**src/verilog/laser_seq_pkg.sv**
```systemverilog
// Shared constants, register map and state encoding of the laser sequencer
package laser_seq_pkg;

  // ****************************************
  // Timing
  // ****************************************
  localparam int CLK_PERIOD_NS = 10;
  localparam int NS_PER_SECOND = 1_000_000_000;
  localparam int CYCLES_PER_SECOND = NS_PER_SECOND / CLK_PERIOD_NS;
  localparam int INIT_CLEAR_NS = 160;
  localparam int INIT_CLEAR_CYCLES = INIT_CLEAR_NS / CLK_PERIOD_NS;
  localparam int INIT_CNT_W = 5;
  localparam int SYNC_STAGES_W = 8;

  // ****************************************
  // Register port and map
  // ****************************************
  localparam int ADDR_W = 8;
  localparam int DATA_W = 32;
  localparam logic [7:0] CTRL_ADDR = 8'h00;
  localparam logic [7:0] EVAC_TIME_ADDR = 8'h04;
  localparam logic [7:0] STATUS_ADDR = 8'h08;

  // Control fields
  localparam int CTRL_SOLID_BIT = 0;
  localparam int CTRL_EVAC_EN_BIT = 1;
  localparam int CTRL_FAULT_CLR_BIT = 2;
  localparam logic CTRL_SOLID_RESET = 1'h0;
  localparam logic CTRL_EVAC_EN_RESET = 1'h1;

  // Evacuation time in seconds
  localparam int EVAC_TIME_W = 15;
  localparam logic [14:0] EVAC_TIME_MIN = 15'h0258;
  localparam logic [14:0] EVAC_TIME_MAX = 15'h7FFF;
  localparam logic [14:0] EVAC_TIME_RESET = 15'h0384;

  // Status fields
  localparam int STAT_STATE_LSB = 0;
  localparam int STAT_IDLE_BIT = 4;
  localparam int STAT_BUSY_BIT = 5;
  localparam int STAT_COOL_BIT = 6;
  localparam int STAT_ARMED_BIT = 7;
  localparam int STAT_REFDIS_BIT = 8;
  localparam int STAT_BEAM_BIT = 9;
  localparam int STAT_FAULT_BIT = 10;
  localparam int STAT_EVAC_BIT = 11;

  // ****************************************
  // Sequencer states, Gray along the path
  // ****************************************
  typedef enum logic [2:0] {
    ST_POWER_CLEAR = 3'h0,
    ST_IDLE = 3'h1,
    ST_GAS_CTRL = 3'h3,
    ST_ARMED = 3'h2,
    ST_REF_DISCHARGE = 3'h6,
    ST_BEAM = 3'h7,
    ST_EVACUATE = 3'h5,
    ST_PURGE = 3'h4
  } seq_state_type;

endpackage

```
**src/verilog/input_sync.sv**
```systemverilog
// Two-stage synchroniser for a group of asynchronous inputs
`timescale 1ns/1ps
`default_nettype none
module input_sync #(
  parameter int WIDTH = 8
) (
  // Clock and reset
  input wire logic clk_sys_in,
  input wire logic reset_n_in,
  // Asynchronous levels in, synchronous levels out
  input wire logic [WIDTH-1:0] async_in,
  output logic [WIDTH-1:0] sync_out
);

  typedef struct packed {
    logic [WIDTH-1:0] stage1;
    logic [WIDTH-1:0] stage2;
  } sync_regs_type;

  sync_regs_type s;
  sync_regs_type next_s;

  // First stage feeds only the second
  always_comb begin
    next_s.stage1 = async_in;
    next_s.stage2 = s.stage1;
  end

  // Register both stages
  always_ff @(posedge clk_sys_in or negedge reset_n_in) begin
    if (!reset_n_in) begin
      s <= '0;
    end else begin
      s <= next_s;
    end
  end

  assign sync_out = s.stage2;

endmodule
`default_nettype wire

```
**src/verilog/evac_timer.sv**
```systemverilog
// Seconds countdown for the evacuation step, with its own prescaler
`timescale 1ns/1ps
`default_nettype none
module evac_timer #(
  parameter int CYCLES_PER_SECOND = laser_seq_pkg::CYCLES_PER_SECOND,
  parameter int TIME_W = laser_seq_pkg::EVAC_TIME_W
) (
  // Clock and reset
  input wire logic clk_sys_in,
  input wire logic reset_n_in,
  // Start pulse with duration in seconds
  input wire logic start_in,
  input wire logic [TIME_W-1:0] seconds_in,
  // Status
  output logic busy_out,
  output logic done_out
);

  localparam int PRE_W = $clog2(CYCLES_PER_SECOND + 1);
  localparam logic [PRE_W-1:0] PRE_LAST = PRE_W'(CYCLES_PER_SECOND - 1);

  typedef struct packed {
    logic [PRE_W-1:0] prescale;
    logic [TIME_W-1:0] seconds;
    logic busy;
    logic done;
  } timer_regs_type;

  timer_regs_type s;
  timer_regs_type next_s;

  // One-second enable from the prescaler drives the countdown
  always_comb begin
    next_s = s;
    next_s.done = 1'b0;
    if (start_in) begin
      next_s.busy = 1'b1;
      next_s.seconds = seconds_in;
      next_s.prescale = '0;
    end else if (s.busy) begin
      if (s.prescale == PRE_LAST) begin
        next_s.prescale = '0;
        if (s.seconds <= TIME_W'(1)) begin
          next_s.busy = 1'b0;
          next_s.done = 1'b1;
        end else begin
          next_s.seconds = s.seconds - TIME_W'(1);
        end
      end else begin
        next_s.prescale = s.prescale + PRE_W'(1);
      end
    end
  end

  // State register
  always_ff @(posedge clk_sys_in or negedge reset_n_in) begin
    if (!reset_n_in) begin
      s <= '0;
    end else begin
      s <= next_s;
    end
  end

  assign busy_out = s.busy;
  assign done_out = s.done;

endmodule
`default_nettype wire

```
**src/verilog/laser_oscillator_start_stop_sequencer.sv**
```systemverilog
// Start and stop sequencer of the laser oscillator with its register port
`timescale 1ns/1ps
`default_nettype none
module laser_oscillator_start_stop_sequencer #(
  parameter int CYCLES_PER_SECOND = laser_seq_pkg::CYCLES_PER_SECOND
) (
  // Clock and reset
  input wire logic clk_sys_in,
  input wire logic reset_n_in,
  // Handshake from the machine side
  input wire logic osc_start_req_in,
  input wire logic discharge_start_req_in,
  input wire logic coolant_ready_in,
  // Oscillator process feedback and safety
  input wire logic gas_pressure_done_in,
  input wire logic comp_done_in,
  input wire logic purge_done_in,
  input wire logic laser_alarm_in,
  input wire logic emergency_stop_in,
  // Register port
  input wire logic [7:0] reg_addr_in,
  input wire logic [31:0] reg_wdata_in,
  input wire logic reg_write_in,
  input wire logic reg_read_in,
  output logic [31:0] reg_rdata_out,
  // Handshake to the machine side
  output logic idle_safe_flag_out,
  output logic transition_busy_out,
  output logic coolant_request_out,
  output logic discharge_armed_out,
  output logic ref_discharge_active_out,
  output logic beam_ready_out,
  output logic chiller_fault_out,
  // Oscillator actuators
  output logic gas_supply_valve_out,
  output logic exhaust_valve_out,
  output logic gas_control_out,
  output logic purge_out,
  output logic rf_supply_on_out,
  output logic comp_measure_out
);

  // ****************************************
  // State record
  // ****************************************
  typedef struct packed {
    laser_seq_pkg::seq_state_type state;
    logic [laser_seq_pkg::INIT_CNT_W-1:0] init_cnt;
    logic osc_prev;
    logic dis_prev;
    logic cool_seen;
    logic chiller_fault;
    logic idle;
    logic busy;
    logic cool_req;
    logic armed;
    logic refdis;
    logic beam;
    logic rf_on;
    logic gas_valve;
    logic exhaust;
    logic gas_ctrl;
    logic purge;
    logic comp_meas;
    logic evac_timed;
    logic evac_start;
    logic solid;
    logic evac_en;
    logic [14:0] evac_time;
    logic [31:0] rdata;
  } seq_regs_type;

  localparam seq_regs_type RESET_REGS = '{
    state: laser_seq_pkg::ST_POWER_CLEAR,
    solid: laser_seq_pkg::CTRL_SOLID_RESET,
    evac_en: laser_seq_pkg::CTRL_EVAC_EN_RESET,
    evac_time: laser_seq_pkg::EVAC_TIME_RESET,
    default: '0
  };
  localparam logic [4:0] INIT_LAST =
    5'(laser_seq_pkg::INIT_CLEAR_CYCLES - 1);

  seq_regs_type s;
  seq_regs_type next_s;

  // ****************************************
  // Input synchronisation
  // ****************************************
  logic [7:0] sync_vec;
  logic osc;
  logic dis;
  logic cool;
  logic gas_done;
  logic comp_done;
  logic purge_done;
  logic laser_alarm;
  logic estop;
  logic timer_done;
  logic timer_busy;

  // All handshake, feedback and safety pins pass two flip-flops first; the register port is used directly
  input_sync #(.WIDTH(laser_seq_pkg::SYNC_STAGES_W)) u_sync (
    .clk_sys_in(clk_sys_in),
    .reset_n_in(reset_n_in),
    .async_in({emergency_stop_in, laser_alarm_in, purge_done_in,
               comp_done_in, gas_pressure_done_in, coolant_ready_in,
               discharge_start_req_in, osc_start_req_in}),
    .sync_out(sync_vec)
  );

  assign {estop, laser_alarm, purge_done, comp_done, gas_done, cool, dis,
          osc} = sync_vec;

  // Evacuation countdown in seconds
  evac_timer #(
    .CYCLES_PER_SECOND(CYCLES_PER_SECOND),
    .TIME_W(laser_seq_pkg::EVAC_TIME_W)
  ) u_evac_timer (
    .clk_sys_in(clk_sys_in),
    .reset_n_in(reset_n_in),
    .start_in(s.evac_start),
    .seconds_in(s.evac_time),
    .busy_out(timer_busy),
    .done_out(timer_done)
  );

  // ****************************************
  // Helpers
  // ****************************************
  // Keep the evacuation time inside its valid range
  function automatic logic [14:0] clamp_evac(input logic [31:0] v);
    if (v < {17'h00000, laser_seq_pkg::EVAC_TIME_MIN}) begin
      return laser_seq_pkg::EVAC_TIME_MIN;
    end else if (v > {17'h00000, laser_seq_pkg::EVAC_TIME_MAX}) begin
      return laser_seq_pkg::EVAC_TIME_MAX;
    end else begin
      return v[14:0];
    end
  endfunction

  // Discharge off, then gas stop path or direct stop for solid state
  function automatic seq_regs_type begin_stop(input seq_regs_type x);
    seq_regs_type y;
    y = x;
    y.armed = 1'b0;
    y.beam = 1'b0;
    y.rf_on = 1'b0;
    y.refdis = 1'b0;
    y.comp_meas = 1'b0;
    y.gas_ctrl = 1'b0;
    y.gas_valve = 1'b0;
    if (x.solid) begin
      y.cool_req = 1'b0;
      y.busy = 1'b0;
      y.idle = 1'b1;
      y.state = laser_seq_pkg::ST_IDLE;
    end else begin
      y.busy = 1'b1;
      y.exhaust = 1'b1;
      y.evac_timed = x.evac_en;
      y.evac_start = x.evac_en;
      y.state = laser_seq_pkg::ST_EVACUATE;
    end
    return y;
  endfunction

  logic osc_rise;
  logic dis_rise;
  logic fault_set;
  assign osc_rise = osc && !s.osc_prev;
  assign dis_rise = dis && !s.dis_prev;
  assign fault_set = s.cool_req && s.cool_seen && !cool;

  // ****************************************
  // Sequencer and registers
  // ****************************************
  always_comb begin
    next_s = s;
    next_s.osc_prev = osc;
    next_s.dis_prev = dis;
    next_s.evac_start = 1'b0;
    next_s.rdata = '0;

    // Register writes
    if (reg_write_in) begin
      if (reg_addr_in == laser_seq_pkg::CTRL_ADDR) begin
        next_s.solid = reg_wdata_in[laser_seq_pkg::CTRL_SOLID_BIT];
        next_s.evac_en = reg_wdata_in[laser_seq_pkg::CTRL_EVAC_EN_BIT];
        if (reg_wdata_in[laser_seq_pkg::CTRL_FAULT_CLR_BIT]) begin
          next_s.chiller_fault = 1'b0;
        end
      end else if (reg_addr_in == laser_seq_pkg::EVAC_TIME_ADDR) begin
        next_s.evac_time = clamp_evac(reg_wdata_in);
      end
    end

    // Chiller watch, set wins over a clear in the same cycle
    next_s.cool_seen = s.cool_req && (s.cool_seen || cool);
    if (fault_set) begin
      next_s.chiller_fault = 1'b1;
    end

    // Beam is withdrawn on any alarm or stop
    if (laser_alarm || s.chiller_fault || estop) begin
      next_s.beam = 1'b0;
    end

    case (s.state)
      laser_seq_pkg::ST_POWER_CLEAR: begin
        next_s.init_cnt = s.init_cnt + 5'h01;
        if (s.init_cnt == INIT_LAST) begin
          next_s.idle = 1'b1;
          next_s.state = laser_seq_pkg::ST_IDLE;
        end
      end
      laser_seq_pkg::ST_IDLE: begin
        if (osc_rise && s.idle) begin
          next_s.idle = 1'b0;
          next_s.busy = 1'b1;
          next_s.cool_req = 1'b1;
          next_s.gas_ctrl = !s.solid;
          next_s.gas_valve = !s.solid;
          next_s.state = laser_seq_pkg::ST_GAS_CTRL;
        end
      end
      laser_seq_pkg::ST_GAS_CTRL: begin
        if (!osc) begin
          next_s = begin_stop(next_s);
        end else if (s.solid || gas_done) begin
          next_s.gas_ctrl = 1'b0;
          next_s.busy = 1'b0;
          next_s.armed = 1'b1;
          next_s.state = laser_seq_pkg::ST_ARMED;
        end
      end
      laser_seq_pkg::ST_ARMED: begin
        if (!osc) begin
          next_s = begin_stop(next_s);
        end else if (dis_rise && s.armed) begin
          next_s.rf_on = 1'b1;
          next_s.armed = 1'b0;
          next_s.refdis = 1'b1;
          next_s.comp_meas = 1'b1;
          next_s.state = laser_seq_pkg::ST_REF_DISCHARGE;
        end
      end
      laser_seq_pkg::ST_REF_DISCHARGE,
      laser_seq_pkg::ST_BEAM: begin
        if (!osc) begin
          next_s = begin_stop(next_s);
        end else if (!dis || estop) begin
          next_s.rf_on = 1'b0;
          next_s.refdis = 1'b0;
          next_s.comp_meas = 1'b0;
          next_s.beam = 1'b0;
          next_s.armed = 1'b1;
          next_s.state = laser_seq_pkg::ST_ARMED;
        end else if (s.state == laser_seq_pkg::ST_REF_DISCHARGE &&
                     comp_done) begin
          next_s.refdis = 1'b0;
          next_s.comp_meas = 1'b0;
          next_s.beam = !(laser_alarm || s.chiller_fault);
          next_s.state = laser_seq_pkg::ST_BEAM;
        end
      end
      laser_seq_pkg::ST_EVACUATE: begin
        if (!s.evac_timed || timer_done) begin
          next_s.exhaust = 1'b0;
          next_s.purge = 1'b1;
          next_s.gas_valve = 1'b1;
          next_s.state = laser_seq_pkg::ST_PURGE;
        end
      end
      laser_seq_pkg::ST_PURGE: begin
        if (purge_done) begin
          next_s.purge = 1'b0;
          next_s.gas_valve = 1'b0;
          next_s.cool_req = 1'b0;
          next_s.busy = 1'b0;
          next_s.idle = 1'b1;
          next_s.state = laser_seq_pkg::ST_IDLE;
        end
      end
      default: begin
        next_s = RESET_REGS;
      end
    endcase

    // Register reads, data valid the next cycle only
    if (reg_read_in) begin
      if (reg_addr_in == laser_seq_pkg::CTRL_ADDR) begin
        next_s.rdata[laser_seq_pkg::CTRL_SOLID_BIT] = s.solid;
        next_s.rdata[laser_seq_pkg::CTRL_EVAC_EN_BIT] = s.evac_en;
      end else if (reg_addr_in == laser_seq_pkg::EVAC_TIME_ADDR) begin
        next_s.rdata[14:0] = s.evac_time;
      end else if (reg_addr_in == laser_seq_pkg::STATUS_ADDR) begin
        next_s.rdata[2:0] = s.state;
        next_s.rdata[laser_seq_pkg::STAT_IDLE_BIT] = s.idle;
        next_s.rdata[laser_seq_pkg::STAT_BUSY_BIT] = s.busy;
        next_s.rdata[laser_seq_pkg::STAT_COOL_BIT] = s.cool_req;
        next_s.rdata[laser_seq_pkg::STAT_ARMED_BIT] = s.armed;
        next_s.rdata[laser_seq_pkg::STAT_REFDIS_BIT] = s.refdis;
        next_s.rdata[laser_seq_pkg::STAT_BEAM_BIT] = s.beam;
        next_s.rdata[laser_seq_pkg::STAT_FAULT_BIT] = s.chiller_fault;
        next_s.rdata[laser_seq_pkg::STAT_EVAC_BIT] = timer_busy;
      end
    end
  end

  // State register, power-on clear at reset
  always_ff @(posedge clk_sys_in or negedge reset_n_in) begin
    if (!reset_n_in) begin
      s <= RESET_REGS;
    end else begin
      s <= next_s;
    end
  end

  // Outputs straight from the state record
  assign reg_rdata_out = s.rdata;
  assign idle_safe_flag_out = s.idle;
  assign transition_busy_out = s.busy;
  assign coolant_request_out = s.cool_req;
  assign discharge_armed_out = s.armed;
  assign ref_discharge_active_out = s.refdis;
  assign beam_ready_out = s.beam;
  assign chiller_fault_out = s.chiller_fault;
  assign gas_supply_valve_out = s.gas_valve;
  assign exhaust_valve_out = s.exhaust;
  assign gas_control_out = s.gas_ctrl;
  assign purge_out = s.purge;
  assign rf_supply_on_out = s.rf_on;
  assign comp_measure_out = s.comp_meas;

  // ****************************************
  // Checks
  // ****************************************
  localparam int INIT_BOUND = 16;
endmodule
`default_nettype wire

```
**config.mk**
```make
export PLATFORM = sky130hd
export DESIGN_NAME = laser_oscillator_start_stop_sequencer
export DESIGN_NICKNAME = d
export VERILOG_FILES = /design/src/verilog/laser_seq_pkg.sv /design/src/verilog/input_sync.sv /design/src/verilog/evac_timer.sv /design/src/verilog/laser_oscillator_start_stop_sequencer.sv
export SDC_FILE = /design/constraint.sdc
export NUM_CORES = 1
export LEC_CHECK = 0
export BUFFER_PORTS_ARGS = -buffer_cell sky130_fd_sc_hd__buf_2
export CAP_MARGIN = 20
export CORE_UTILIZATION = 55
export CTS_BUF_LIST = sky130_fd_sc_hd__clkbuf_8
export CTS_CLUSTER_DIAMETER = 150
export DETAILED_ROUTE_END_ITERATION = 8
export GPL_ROUTABILITY_DRIVEN = 0
export GPL_TIMING_DRIVEN = 0
export PLACE_DENSITY = 0.78
export SYNTH_ARGS = -nofsm -noshare
export SYNTH_HDL_FRONTEND = slang
export SYNTH_SLANG_ARGS = --single-unit
```
**constraint.sdc**
```tcl
create_clock -name clk_sys_in -period 4.65 [get_ports clk_sys_in]
set_input_delay 0.6975 -clock clk_sys_in [delete_from_list [all_inputs] [get_ports clk_sys_in]]
set_output_delay 0.6975 -clock clk_sys_in [all_outputs]
set_load 0.02 [all_outputs]
```
# Word-level counts from Yosys, hierarchy flattened
# Index checks and enable logic that the tools add are counted.
[op_classes]
order_cmp = 3
mux = 86
n_reduce_logical = 48
eq_ne = 22
bitwise = 2
addsub = 3
[op_table]
columns = ["operator", "n"]
rows = [
  ["$pmux W52 S3", 1],
  ["$mux W15", 6],
  ["$mux W52", 1],
  ["$mux W51", 1],
  ["$mux W3", 16],
  ["$mux W44", 1],
  ["$mux W43", 1],
  ["$mux W17", 2],
  ["$gt A32 B15 Y1 const B", 1],
  ["$lt A32 B10 Y1 const B", 1],
  ["$mux W1", 29],
  ["$add A27 B1 Y27 const B", 1],
  ["$eq A27 B27 Y1 const B", 1],
  ["$mux W27", 1],
  ["$pmux W3 S7", 1],
  ["$reduce_and A4 Y1", 5],
  ["$mux W2", 9],
  ["$mux W8", 2],
  ["$le A15 B1 Y1 const B", 1],
  ["$pmux W5 S3", 1],
  ["$reduce_and A5 Y1", 3],
  ["$sub A15 B1 Y15 const B", 1],
  ["$mux W13", 1],
  ["$eq A3 B3 Y1 const B", 4],
  ["35 further kinds", 73],
]
[totals]
in_bits = 52
word_cells = 194
reg_bits = 135
out_inout_bits = 45

# Longest topological paths before layout
# Gate-level depths: netlist (run 1).
[logic_depth]
word_depth = 13
depth_mapped = 8
depth_no_buf = 7

# Hierarchy
# From an unflattened synthesis (run 1), not the netlist that was laid out.
[unflattened]
hier_cells = 627
area_unflattened_um2 = 6064.6
[by_module_without_submodules]
columns = ["mod", "instances", "area_each_um2", "seq_area_each_um2", "cells_per_inst"]
rows = [
  ["laser_oscillator_start_stop_sequencer", 1, 3057.9, 1432.6, 323],
  ["evac_timer", 1, 2606.2, 1101.1, 288],
  ["input_sync", 1, 400.4, 400.4, 16],
]

# Worst setup path before layout (run 1)
# OpenSTA, ideal clock, no wires.
[synth_path]
kind = "input to register"
start = "input reg_addr_in[5]"
end = "register s[43] (netlist bit)"
required_time_ns = 4.529
arrival_time_ns = 2.280
setup_slack_ns = 2.248
setup_time_ns = 0.121
stages = 5
path_buffers = 1
cell_sequence = "nor4_1 nand3_1 or4_1 clkbuf_1 o22a_1"
[synth_between]
elab_chain_cells = 6
word_cells_on_any_way = 8
classes_between = "1 x eq/ne; 6 x mux; 1 x reduce/logical"
[synth_lines]
columns = ["item", "line", "rtl"]
rows = [
  ["start: declaration", "laser_oscillator_start_stop_sequencer.sv:21", "input wire logic [7:0] reg_addr_in,"],
  ["$eq A8 B3 Y1", "laser_oscillator_start_stop_sequencer.sv:192", "end else if (reg_addr_in == laser_seq_pkg::EVAC_TIME_ADDR) begin"],
  ["$mux W15", "laser_oscillator_start_stop_sequencer.sv:192", ""],
  ["$mux W15 (*)", "laser_oscillator_start_stop_sequencer.sv:186", "if (reg_addr_in == laser_seq_pkg::CTRL_ADDR) begin"],
  ["$mux W17 (*)", "laser_oscillator_start_stop_sequencer.sv:185", "if (reg_write_in) begin"],
  ["$mux W51 or $mux W52 (tied branches)", "laser_oscillator_start_stop_sequencer.sv:249, laser_oscillator_start_stop_sequencer.sv:227", ""],
  ["$pmux W52 S3 (*)", "laser_oscillator_start_stop_sequencer.sv:208", "case (s.state)"],
  ["end signal: assignment", "laser_oscillator_start_stop_sequencer.sv:315", "s <= next_s;"],
  ["end: declaration", "laser_oscillator_start_stop_sequencer.sv:83", "seq_regs_type s;"],
]
# Every way passes the cells marked *; elsewhere a longest branch is shown, timed or not. The select of a mux whose other input is x is not followed.
# A chain may end at the register's enable or synchronous reset.

# Worst setup path after layout (run 1)
[layout_path]
start = "register u_evac_timer.s[37] (netlist bit)"
end = "register u_evac_timer.s[14] (netlist bit)"
[layout_between]
elab_chain_cells = 3
[layout_lines]
columns = ["item", "line", "rtl"]
rows = [
  ["start: declaration", "evac_timer.sv:29", "timer_regs_type s;"],
  ["start signal: assignment", "evac_timer.sv:60", "s <= next_s;"],
  ["$eq A27 B27 Y1", "evac_timer.sv:41", "if (s.prescale == PRE_LAST) begin"],
  ["$reduce_bool A2 Y1 (no source line)", "-", ""],
  ["$reduce_and A3 Y1 (no source line)", "-", ""],
]
# No other way between the ends.

==> flow_metrics.tcl, run 1 <==
set metrics [dict create \
    layout-drive-gt1-share 0.223 \
    tightest_slew_ns 1.08 \
    wl_um 14700 \
    clock_sinks 117 \
    synth-async-reset-ratio 1.00 \
    yosysTopAreaCellShare 0.463 \
    status "finished, final reports clean" \
    layout_common_cells "112 x dfrtp_1, 81 x buf_2, 61 x nand2_1" \
    core-area_um2 10500 \
    cts_tree "built" \
    num_vias 5375 \
    ctsResizeCount 0 \
    p_int_w 0.00211 \
    via_per_inst 6.01 \
    grt_pass1_vias 5160 \
    clk_pin_slew_ns 0.08 \
    port_buffers 79 \
    drv_cap 0 \
    first_iter_violations 463 \
    yosys_warnings 0 \
    grt.total_usage 0.278 \
    p_switching_w 0.00116 \
    period_needed_ns 2.72 \
    clk_path_buf_depth 2 \
    grt_pass1_wl_um 24500 \
    detail-route-antenna-nets 0 \
    cts_root_buffer "clkbuf_8" \
    finalMaxSlewViolations 0 \
    fin_setup_tns_ns 0 \
    setup_viol 0 \
    crit_path_start "u_evac_timer.s[37]$_DFFE_PN0P_" \
    finClkSkew_ns 0.0152 \
    diodes 0 \
    pwr-share-clk 0.308 \
    die_area_um2 11400 \
    cp-endpoint "u_evac_timer.s[14]$_DFFE_PN0P_" \
    cts_buffers 17 \
    avgSynthCellArea_um2 9.60 \
    post_cts_buffers 0 \
    io_pins 97 \
    seq_area_frac_synth 0.485 \
    synth-seq-cells 117 \
    synth.largest_area_cell "dfrtp_1" \
    slew_headroom 0.259 \
    crit_path_start_kind "flip-flop" \
    multi_input_area_um2 2710 \
    dp_hpwl_um 10600 \
    avgRoutedWirePerCell_um 16.5 \
    ir_worst_vdd_mv 0.290 \
    worstPathCellList "and4_1 -> clkbuf_1 -> nand4_1 -> a2111oi_4 -> o22ai_1 -> a221o_1" \
    grt-ovfl-total 0 \
    synthTopCellsByArea "dfrtp_1 46%, buf_4 4.1%, nand2_1 3.8%, nor2_1 3.4%, nand3_1 2.4%" \
    area_delta_synth_final_pct 18.2 \
    critical_path_arrival_ns 3.05 \
    nets 803 \
    cellPowerDensity_nw_per_um2 458 \
    post-route-period-util 0.585 \
    num-fill-cells 862 \
    hold_buffers 0 \
    reg2reg_depth 6 \
    r2r_slack_ns 1.93 \
    synth_cells 630 \
    hold_violations 0 \
    synth_flop_cell "dfrtp_1" \
    critPathMaxFanout 10 \
    fp-row-count 37 \
    synth_cell_types 71 \
    crit_path_end_kind "flip-flop" \
    power_leakage_nw 3.24 \
    power_frac_seq 0.399 \
    layout_commonest_cell "dfrtp_1" \
    fin_util 0.680 \
    combinationalPowerShare 0.293 \
    r2r_end "u_evac_timer.s[14]$_DFFE_PN0P_" \
    ctsHtreeMaxLevel 4 \
    p_sw_frac 0.356 \
    antenna_found_initial 0 \
    drtPass1Iterations 5 \
    drc_errors 0 \
    fmax_ghz 0.367 \
    critPathKind "flip-flop to flip-flop" \
    grt_max_degree 65 \
    clk_latency_ns 0.45 \
    required_ns 4.97 \
    rsz0062_at_grt "false" \
    synth-edff-count 0 \
    initial_core_util 0.575 \
    slowest_stage "a2111oi_4" \
    r2r_start "u_evac_timer.s[37]$_DFFE_PN0P_" \
    max_stage_delay_ns 0.78 \
    hold_path.class "input port to asynchronous set/reset pin" \
    die_h_um 107 \
    synth_area_um2 6050 \
    die_w_um 107 \
    seqCellArea_um2 2930 \
]
-- Yosys cell counts, types with 4 or more instances --
cell type and instances:
dfrtp_1 112, nand2_1 61, nor2_1 54, buf_4 33, clkbuf_1 31, nand3_1 29, a21oi_1 27, a31oi_1 23
inv_1 18, nand4_1 17, o21ai_0 17, nor3_1 12, o22a_1 11, a22oi_1 10, and3_1 10, nor4_1 10
nand2b_1 9, or3_1 8, a41oi_1 7, and2_1 7, mux2i_1 7, and4_1 6, mux2_2 6, nor2b_1 6
xnor2_1 6, dfstp_2 5, ha_1 5, nand3b_1 4, o21a_1 4, o21ai_1 4, o22ai_1 4, o41ai_1 4
or4_1 4
-- layout make-up --
cell class | count | area share
Tap cell | 136 | 0.0238
Sequential cell | 117 | 0.411
Multi-Input combinational cell | 442 | 0.380
Clock buffer | 18 | 0.0347
Clock inverter | 14 | 0.0261
Inverter | 18 | 0.00946
Timing Repair Buffer | 81 | 0.0608
Buffer | 69 | 0.0550
-- through the flow --
stage | std cells | hold slack [ns] | total power, W | setup WS [ns] | instance area (µm²)
after floorplan | 646 | 0.331 | 0.00195 | 2.25 | 6110
after global placement | 861 | 0.332 | 0.00221 | 1.52 | 6670
after detailed placement | 863 | 0.335 | 0.00225 | 1.73 | 6710
after CTS | 895 | 0.200 | 0.00326 | 1.99 | 7150
after global routing | 895 | 0.224 | 0.00343 | 1.70 | 7150
final | 895 | 0.197 | 0.00327 | 1.93 | 7150
-- state kept, by name, summed over array words and instances, names as in the netlist --
| register | count |
|---|---|
| coolant_request_out | 1 |
| u_evac_timer.busy_out | 1 |
| gas_supply_valve_out | 1 |
| rf_supply_on_out | 1 |
| u_evac_timer.s | 42 |
| u_sync.sync_out | 8 |
| transition_busy_out | 1 |
| u_evac_timer.done_out | 1 |
| gas_control_out | 1 |
| purge_out | 1 |
| s | 30 |
| beam_ready_out | 1 |
| exhaust_valve_out | 1 |
| idle_safe_flag_out | 1 |
| reg_rdata_out | 15 |
| u_sync.next_s | 8 |
| discharge_armed_out | 1 |
| chiller_fault_out | 1 |
| ref_discharge_active_out | 1 |
-- how the worst min path moves through the flow --
stage,startpoint,to,slack [ns]
after global placement,u_sync.next_s[1]$_DFF_PN0_,u_sync.sync_out[1]$_DFF_PN0_,0.33
after CTS,reset_n_in,transition_busy_out$_DFFE_PN0P_,0.20
after global routing,reset_n_in,transition_busy_out$_DFFE_PN0P_,0.22
after floorplan,u_sync.next_s[0]$_DFF_PN0_,u_sync.sync_out[0]$_DFF_PN0_,0.33
after detailed placement,u_sync.next_s[1]$_DFF_PN0_,u_sync.sync_out[1]$_DFF_PN0_,0.33
final,reset_n_in,transition_busy_out$_DFFE_PN0P_,0.20
-- cells by family (layout without fill, tap and decap cells) --
logic type	Yosys count	after routing	synth area share
simple gates	251	251	0.216
compound gates	150	150	0.180
flops	117	117	0.485
buf+inv	87	200	0.0761
mux	13	13	0.0228
xor+xnor	6	6	0.00869
fa+ha+maj	5	5	0.0103
other cells	1	17	0.000620
-- power groups by stage --
stage	registers (W)	logic, W	clock network [W]
final	0.00130	0.000959	0.00101
after global routing	0.00131	0.00105	0.00107
after CTS	0.00130	0.000944	0.00102
after detailed placement	0.00131	0.000935	0
after floorplan	0.00131	0.000642	0
after global placement	0.00130	0.000906	0
-- critical path, delay by kind of cell (launching register included) --
family                 cells  cell delay (ns)
flip-flops                 1             0.43
AND/OR/NAND/NOR            2             0.68
AO/OA/AOI/OAI              3             1.25
buffers and inverters      1             0.24
-- routing by layer --
| metal | part of all wire | GRT usage | wire length [µm] | vias to the layer above |
|---|---|---|---|---|
| met2 | 0.48 | 0.454 | 7060 | 229 |
| li1 | - | - | - | 2504 |
| met1 | 0.43 | 0.358 | 6370 | 2600 |
| met5 | 0 | 0 | 0 | - |
| met3 | 0.060 | 0.0565 | 889 | 42 |
| met4 | 0.029 | 0.128 | 426 | 0 |
No activity file was read; power rests on OpenSTA's default activity.
==> run 2, diff against run 1 <==
Settings changed: ABC_AREA from default to 1, CORE_UTILIZATION 55 to 54, PLACE_DENSITY 0.78 to 0.79.
Clock period 4.65 ns to 2.5 ns, I/O delays scaled along.
==> run 2 against run 1 <==
Compared with the run above:
- maximum frequency rose by 46%
- sequential share of layout area down 3.0 points
- via count rose by 13%
- hold slack worse by 0.17 ns
- setup slack worse by 1.3 ns
- first-iteration DRC count up 14%
- routed wire length increased by 5.9%
- clock power is 74% higher
- critical path type unchanged
- critical endpoint is now u_evac_timer.s[22]$_DFFE_PN0P_
==> flow_metrics.tcl, run 2 <==
set metrics [dict create \
    nets 1059 \
    ctsResizeCount 0 \
    reg2reg_depth 5 \
    yosysTopAreaCellShare 0.424 \
    synth_area_um2 6610 \
    synth_cells 883 \
    grt-ovfl-total 0 \
    synth_cell_types 40 \
    clk_path_buf_depth 2 \
    critPathKind "flip-flop to flip-flop" \
    via_per_inst 5.23 \
    synth_flop_cell "dfrtp_1" \
    status "finished, final reports clean" \
    ctsHtreeMaxLevel 4 \
    num_vias 6072 \
    clk_latency_ns 0.45 \
    hold_violations 0 \
    layout_common_cells "242 x nand2_1, 124 x nor2_1, 112 x dfrtp_1" \
    cts_tree "built" \
    holdPathStages 1 \
    drc_errors 0 \
    hold_start "laser_alarm_in" \
    avgSynthCellArea_um2 7.48 \
    io_pins 97 \
    synth-seq-cells 117 \
    timing.hold.ws_ns 0.0262 \
    antenna_found_initial 0 \
    synth_common_cells "242 x nand2_1, 124 x nor2_1, 112 x dfrtp_1, 80 x inv_1, 70 x nand3_1" \
    setup_viol 0 \
    post_cts_buffers 0 \
    fin_area_um2 7720 \
    layout_commonest_cell "nand2_1" \
    yosys_warnings 0 \
    synthTopCellsByArea "dfrtp_1 42%, nand2_1 14%, nor2_1 7.0%, nand3_1 5.3%, inv_1 4.5%" \
    seq_area_frac_synth 0.444 \
    detail-route-antenna-nets 0 \
    wl_um 15600 \
    grt_pass1_wl_um 26200 \
    clock_sinks 117 \
    num-fill-cells 1056 \
    required_ns 2.86 \
    initial_core_util 0.552 \
    grt_pass1_vias 5628 \
    cellPowerDensity_nw_per_um2 656 \
    largest_reg_flops 42 \
    drv_cap 0 \
    tightest_slew_ns 0.893 \
    critPathMaxFanout 10 \
    cts_root_buffer "clkbuf_8" \
    synth.largest_area_cell "dfrtp_1" \
    fmax_ghz 0.536 \
    cts_buffers 17 \
    avgRoutedWirePerCell_um 13.4 \
    finalMaxSlewViolations 0 \
    synth-edff-count 0 \
    r2r_slack_ns 0.63 \
    first_iter_violations 526 \
    critical_path_arrival_ns 2.23 \
    fin_setup_tns_ns 0 \
    place_area_um2 7280 \
    fp-row-count 40 \
    port_buffers 79 \
    grt.total_usage 0.264 \
    r2r_start "u_evac_timer.busy_out$_DFF_PN0_" \
    period_needed_ns 1.87 \
    area_delta_synth_final_pct 16.8 \
    hold-path-endpoint "u_sync.next_s[6]$_DFF_PN0_" \
    layout-drive-gt1-share 0.205 \
    post-route-period-util 0.746 \
    ir_worst_vdd_mv 0.642 \
    dp_hpwl_um 11400 \
    top_register "u_evac_timer.s" \
    clk_pin_slew_ns 0.07 \
    synth_most_common_cell "nand2_1" \
    crit_path_end_kind "flip-flop" \
    power_leakage_nw 3.95 \
    r2r_end "u_evac_timer.s[22]$_DFFE_PN0P_" \
    rsz0062_at_grt "false" \
    grt_max_degree 63 \
    slew_headroom 0.401 \
    diodes 0 \
    hold_path.class "input port to flip-flop" \
    die_w_um 113 \
    die_area_um2 12700 \
    die_h_um 113 \
    synth-async-reset-ratio 1.00 \
    drtPass1Iterations 6 \
    crit_path_start_kind "flip-flop" \
    finClkSkew_ns 0.0100 \
    core-area_um2 12000 \
]
-- run 2: cell count changes in the layout (fill, tap and decap cells not counted), sizes merged, moves of 21 or more --
cell,previous run,this run
clkbuf,49,25
a31oi,23,2
nand2,61,254
o21ai,21,44
nor2,54,137
inv,20,93
nand3,29,75
-- run 2: how the worst max path moves through the flow --
stage,from,endpoint,slack [ns],cells after the start
global route,u_evac_timer.s[17]$_DFFE_PN0P_,u_evac_timer.s[37]$_DFFE_PN0P_,0.42,10
floorplan,u_evac_timer.s[17]$_DFFE_PN0P_,u_evac_timer.s[15]$_DFFE_PN0P_,0.92,11
detailed placement,reg_addr_in[7],reg_rdata_out[5]$_DFF_PN0_,0.63,7
global placement,reset_n_in,s[64]$_DFF_PN0_,-0.39,1
finish,u_evac_timer.busy_out$_DFF_PN0_,u_evac_timer.s[22]$_DFFE_PN0P_,0.63,5
CTS,u_evac_timer.busy_out$_DFF_PN0_,u_evac_timer.s[22]$_DFFE_PN0P_,0.64,5
-- run 2: layout make-up --
| class | count | area (µm²) | share of cell area |
|---|---|---|---|
| clock buffers | 18 | 248 | 0.0321 |
| multi-input cells | 640 | 3040 | 0.394 |
| well taps | 147 | 184 | 0.0238 |
| flip-flops and latches | 117 | 2930 | 0.380 |
| inverters | 91 | 342 | 0.0443 |
| clock inverters | 14 | 151 | 0.0196 |
| plain buffers | 51 | 347 | 0.0449 |
| repair buffers | 84 | 469 | 0.0608 |
-- run 2: cell families (layout without fill, tap and decap cells) --
group           Yosys count  in the layout  share of synthesized area
simple gates            513            513                      0.343
buf+inv                 142            258                      0.104
flops                   117            117                      0.444
compound gates           81             81                     0.0667
xor+xnor                 23             23                     0.0305
fa+ha+maj                 5              5                    0.00947
other cells               1             17                   0.000568
mux                       1              1                    0.00170
-- run 2: what timing repair did --
action,4_1_cts,5_1_grt
hold endpoints to repair,56,1
hold buffers,3,1
setup endpoints to repair,0,0
-- run 2: report_power, final --
| part | switching, W | leakage [nW] | internal [W] |
|---|---|---|---|
| Clock | 0.000840 | 0.200 | 0.000919 |
| Sequential | 0.000180 | 1.54 | 0.00207 |
| Combinational | 0.000672 | 2.21 | 0.000379 |
| Total | 0.00169 | 3.95 | 0.00337 |
-- run 2: metal layers --
layer  GRT usage  part of all wire  up-vias  wire length (µm)
li1            -                 -     3022                 -
met5           0                 0        -                 0
met4      0.0907             0.015        0               237
met1       0.351              0.45     2844              7070
met3      0.0594             0.054       25               836
met2       0.428              0.48      181              7470
-- run 2: stage by stage --
stage / setup slack [ns] / power (W) / util / cells
global placement: -0.394 / 0.00329 / 0.606 / 1125
finish: 0.634 / 0.00506 / 0.645 / 1162
detailed placement: 0.634 / 0.00332 / 0.608 / 1126
global route: 0.418 / 0.00533 / 0.645 / 1162
floorplan: 0.919 / 0.00297 / - / 899
CTS: 0.644 / 0.00509 / 0.644 / 1161
-- run 2: worst max-delay path, stage by stage, from the launching register on --
cell      delay, ns
dfrtp_1        0.36
clkbuf_1       0.21
nor2_1         0.42
inv_1          0.26
clkbuf_1       0.29
o22ai_1        0.23
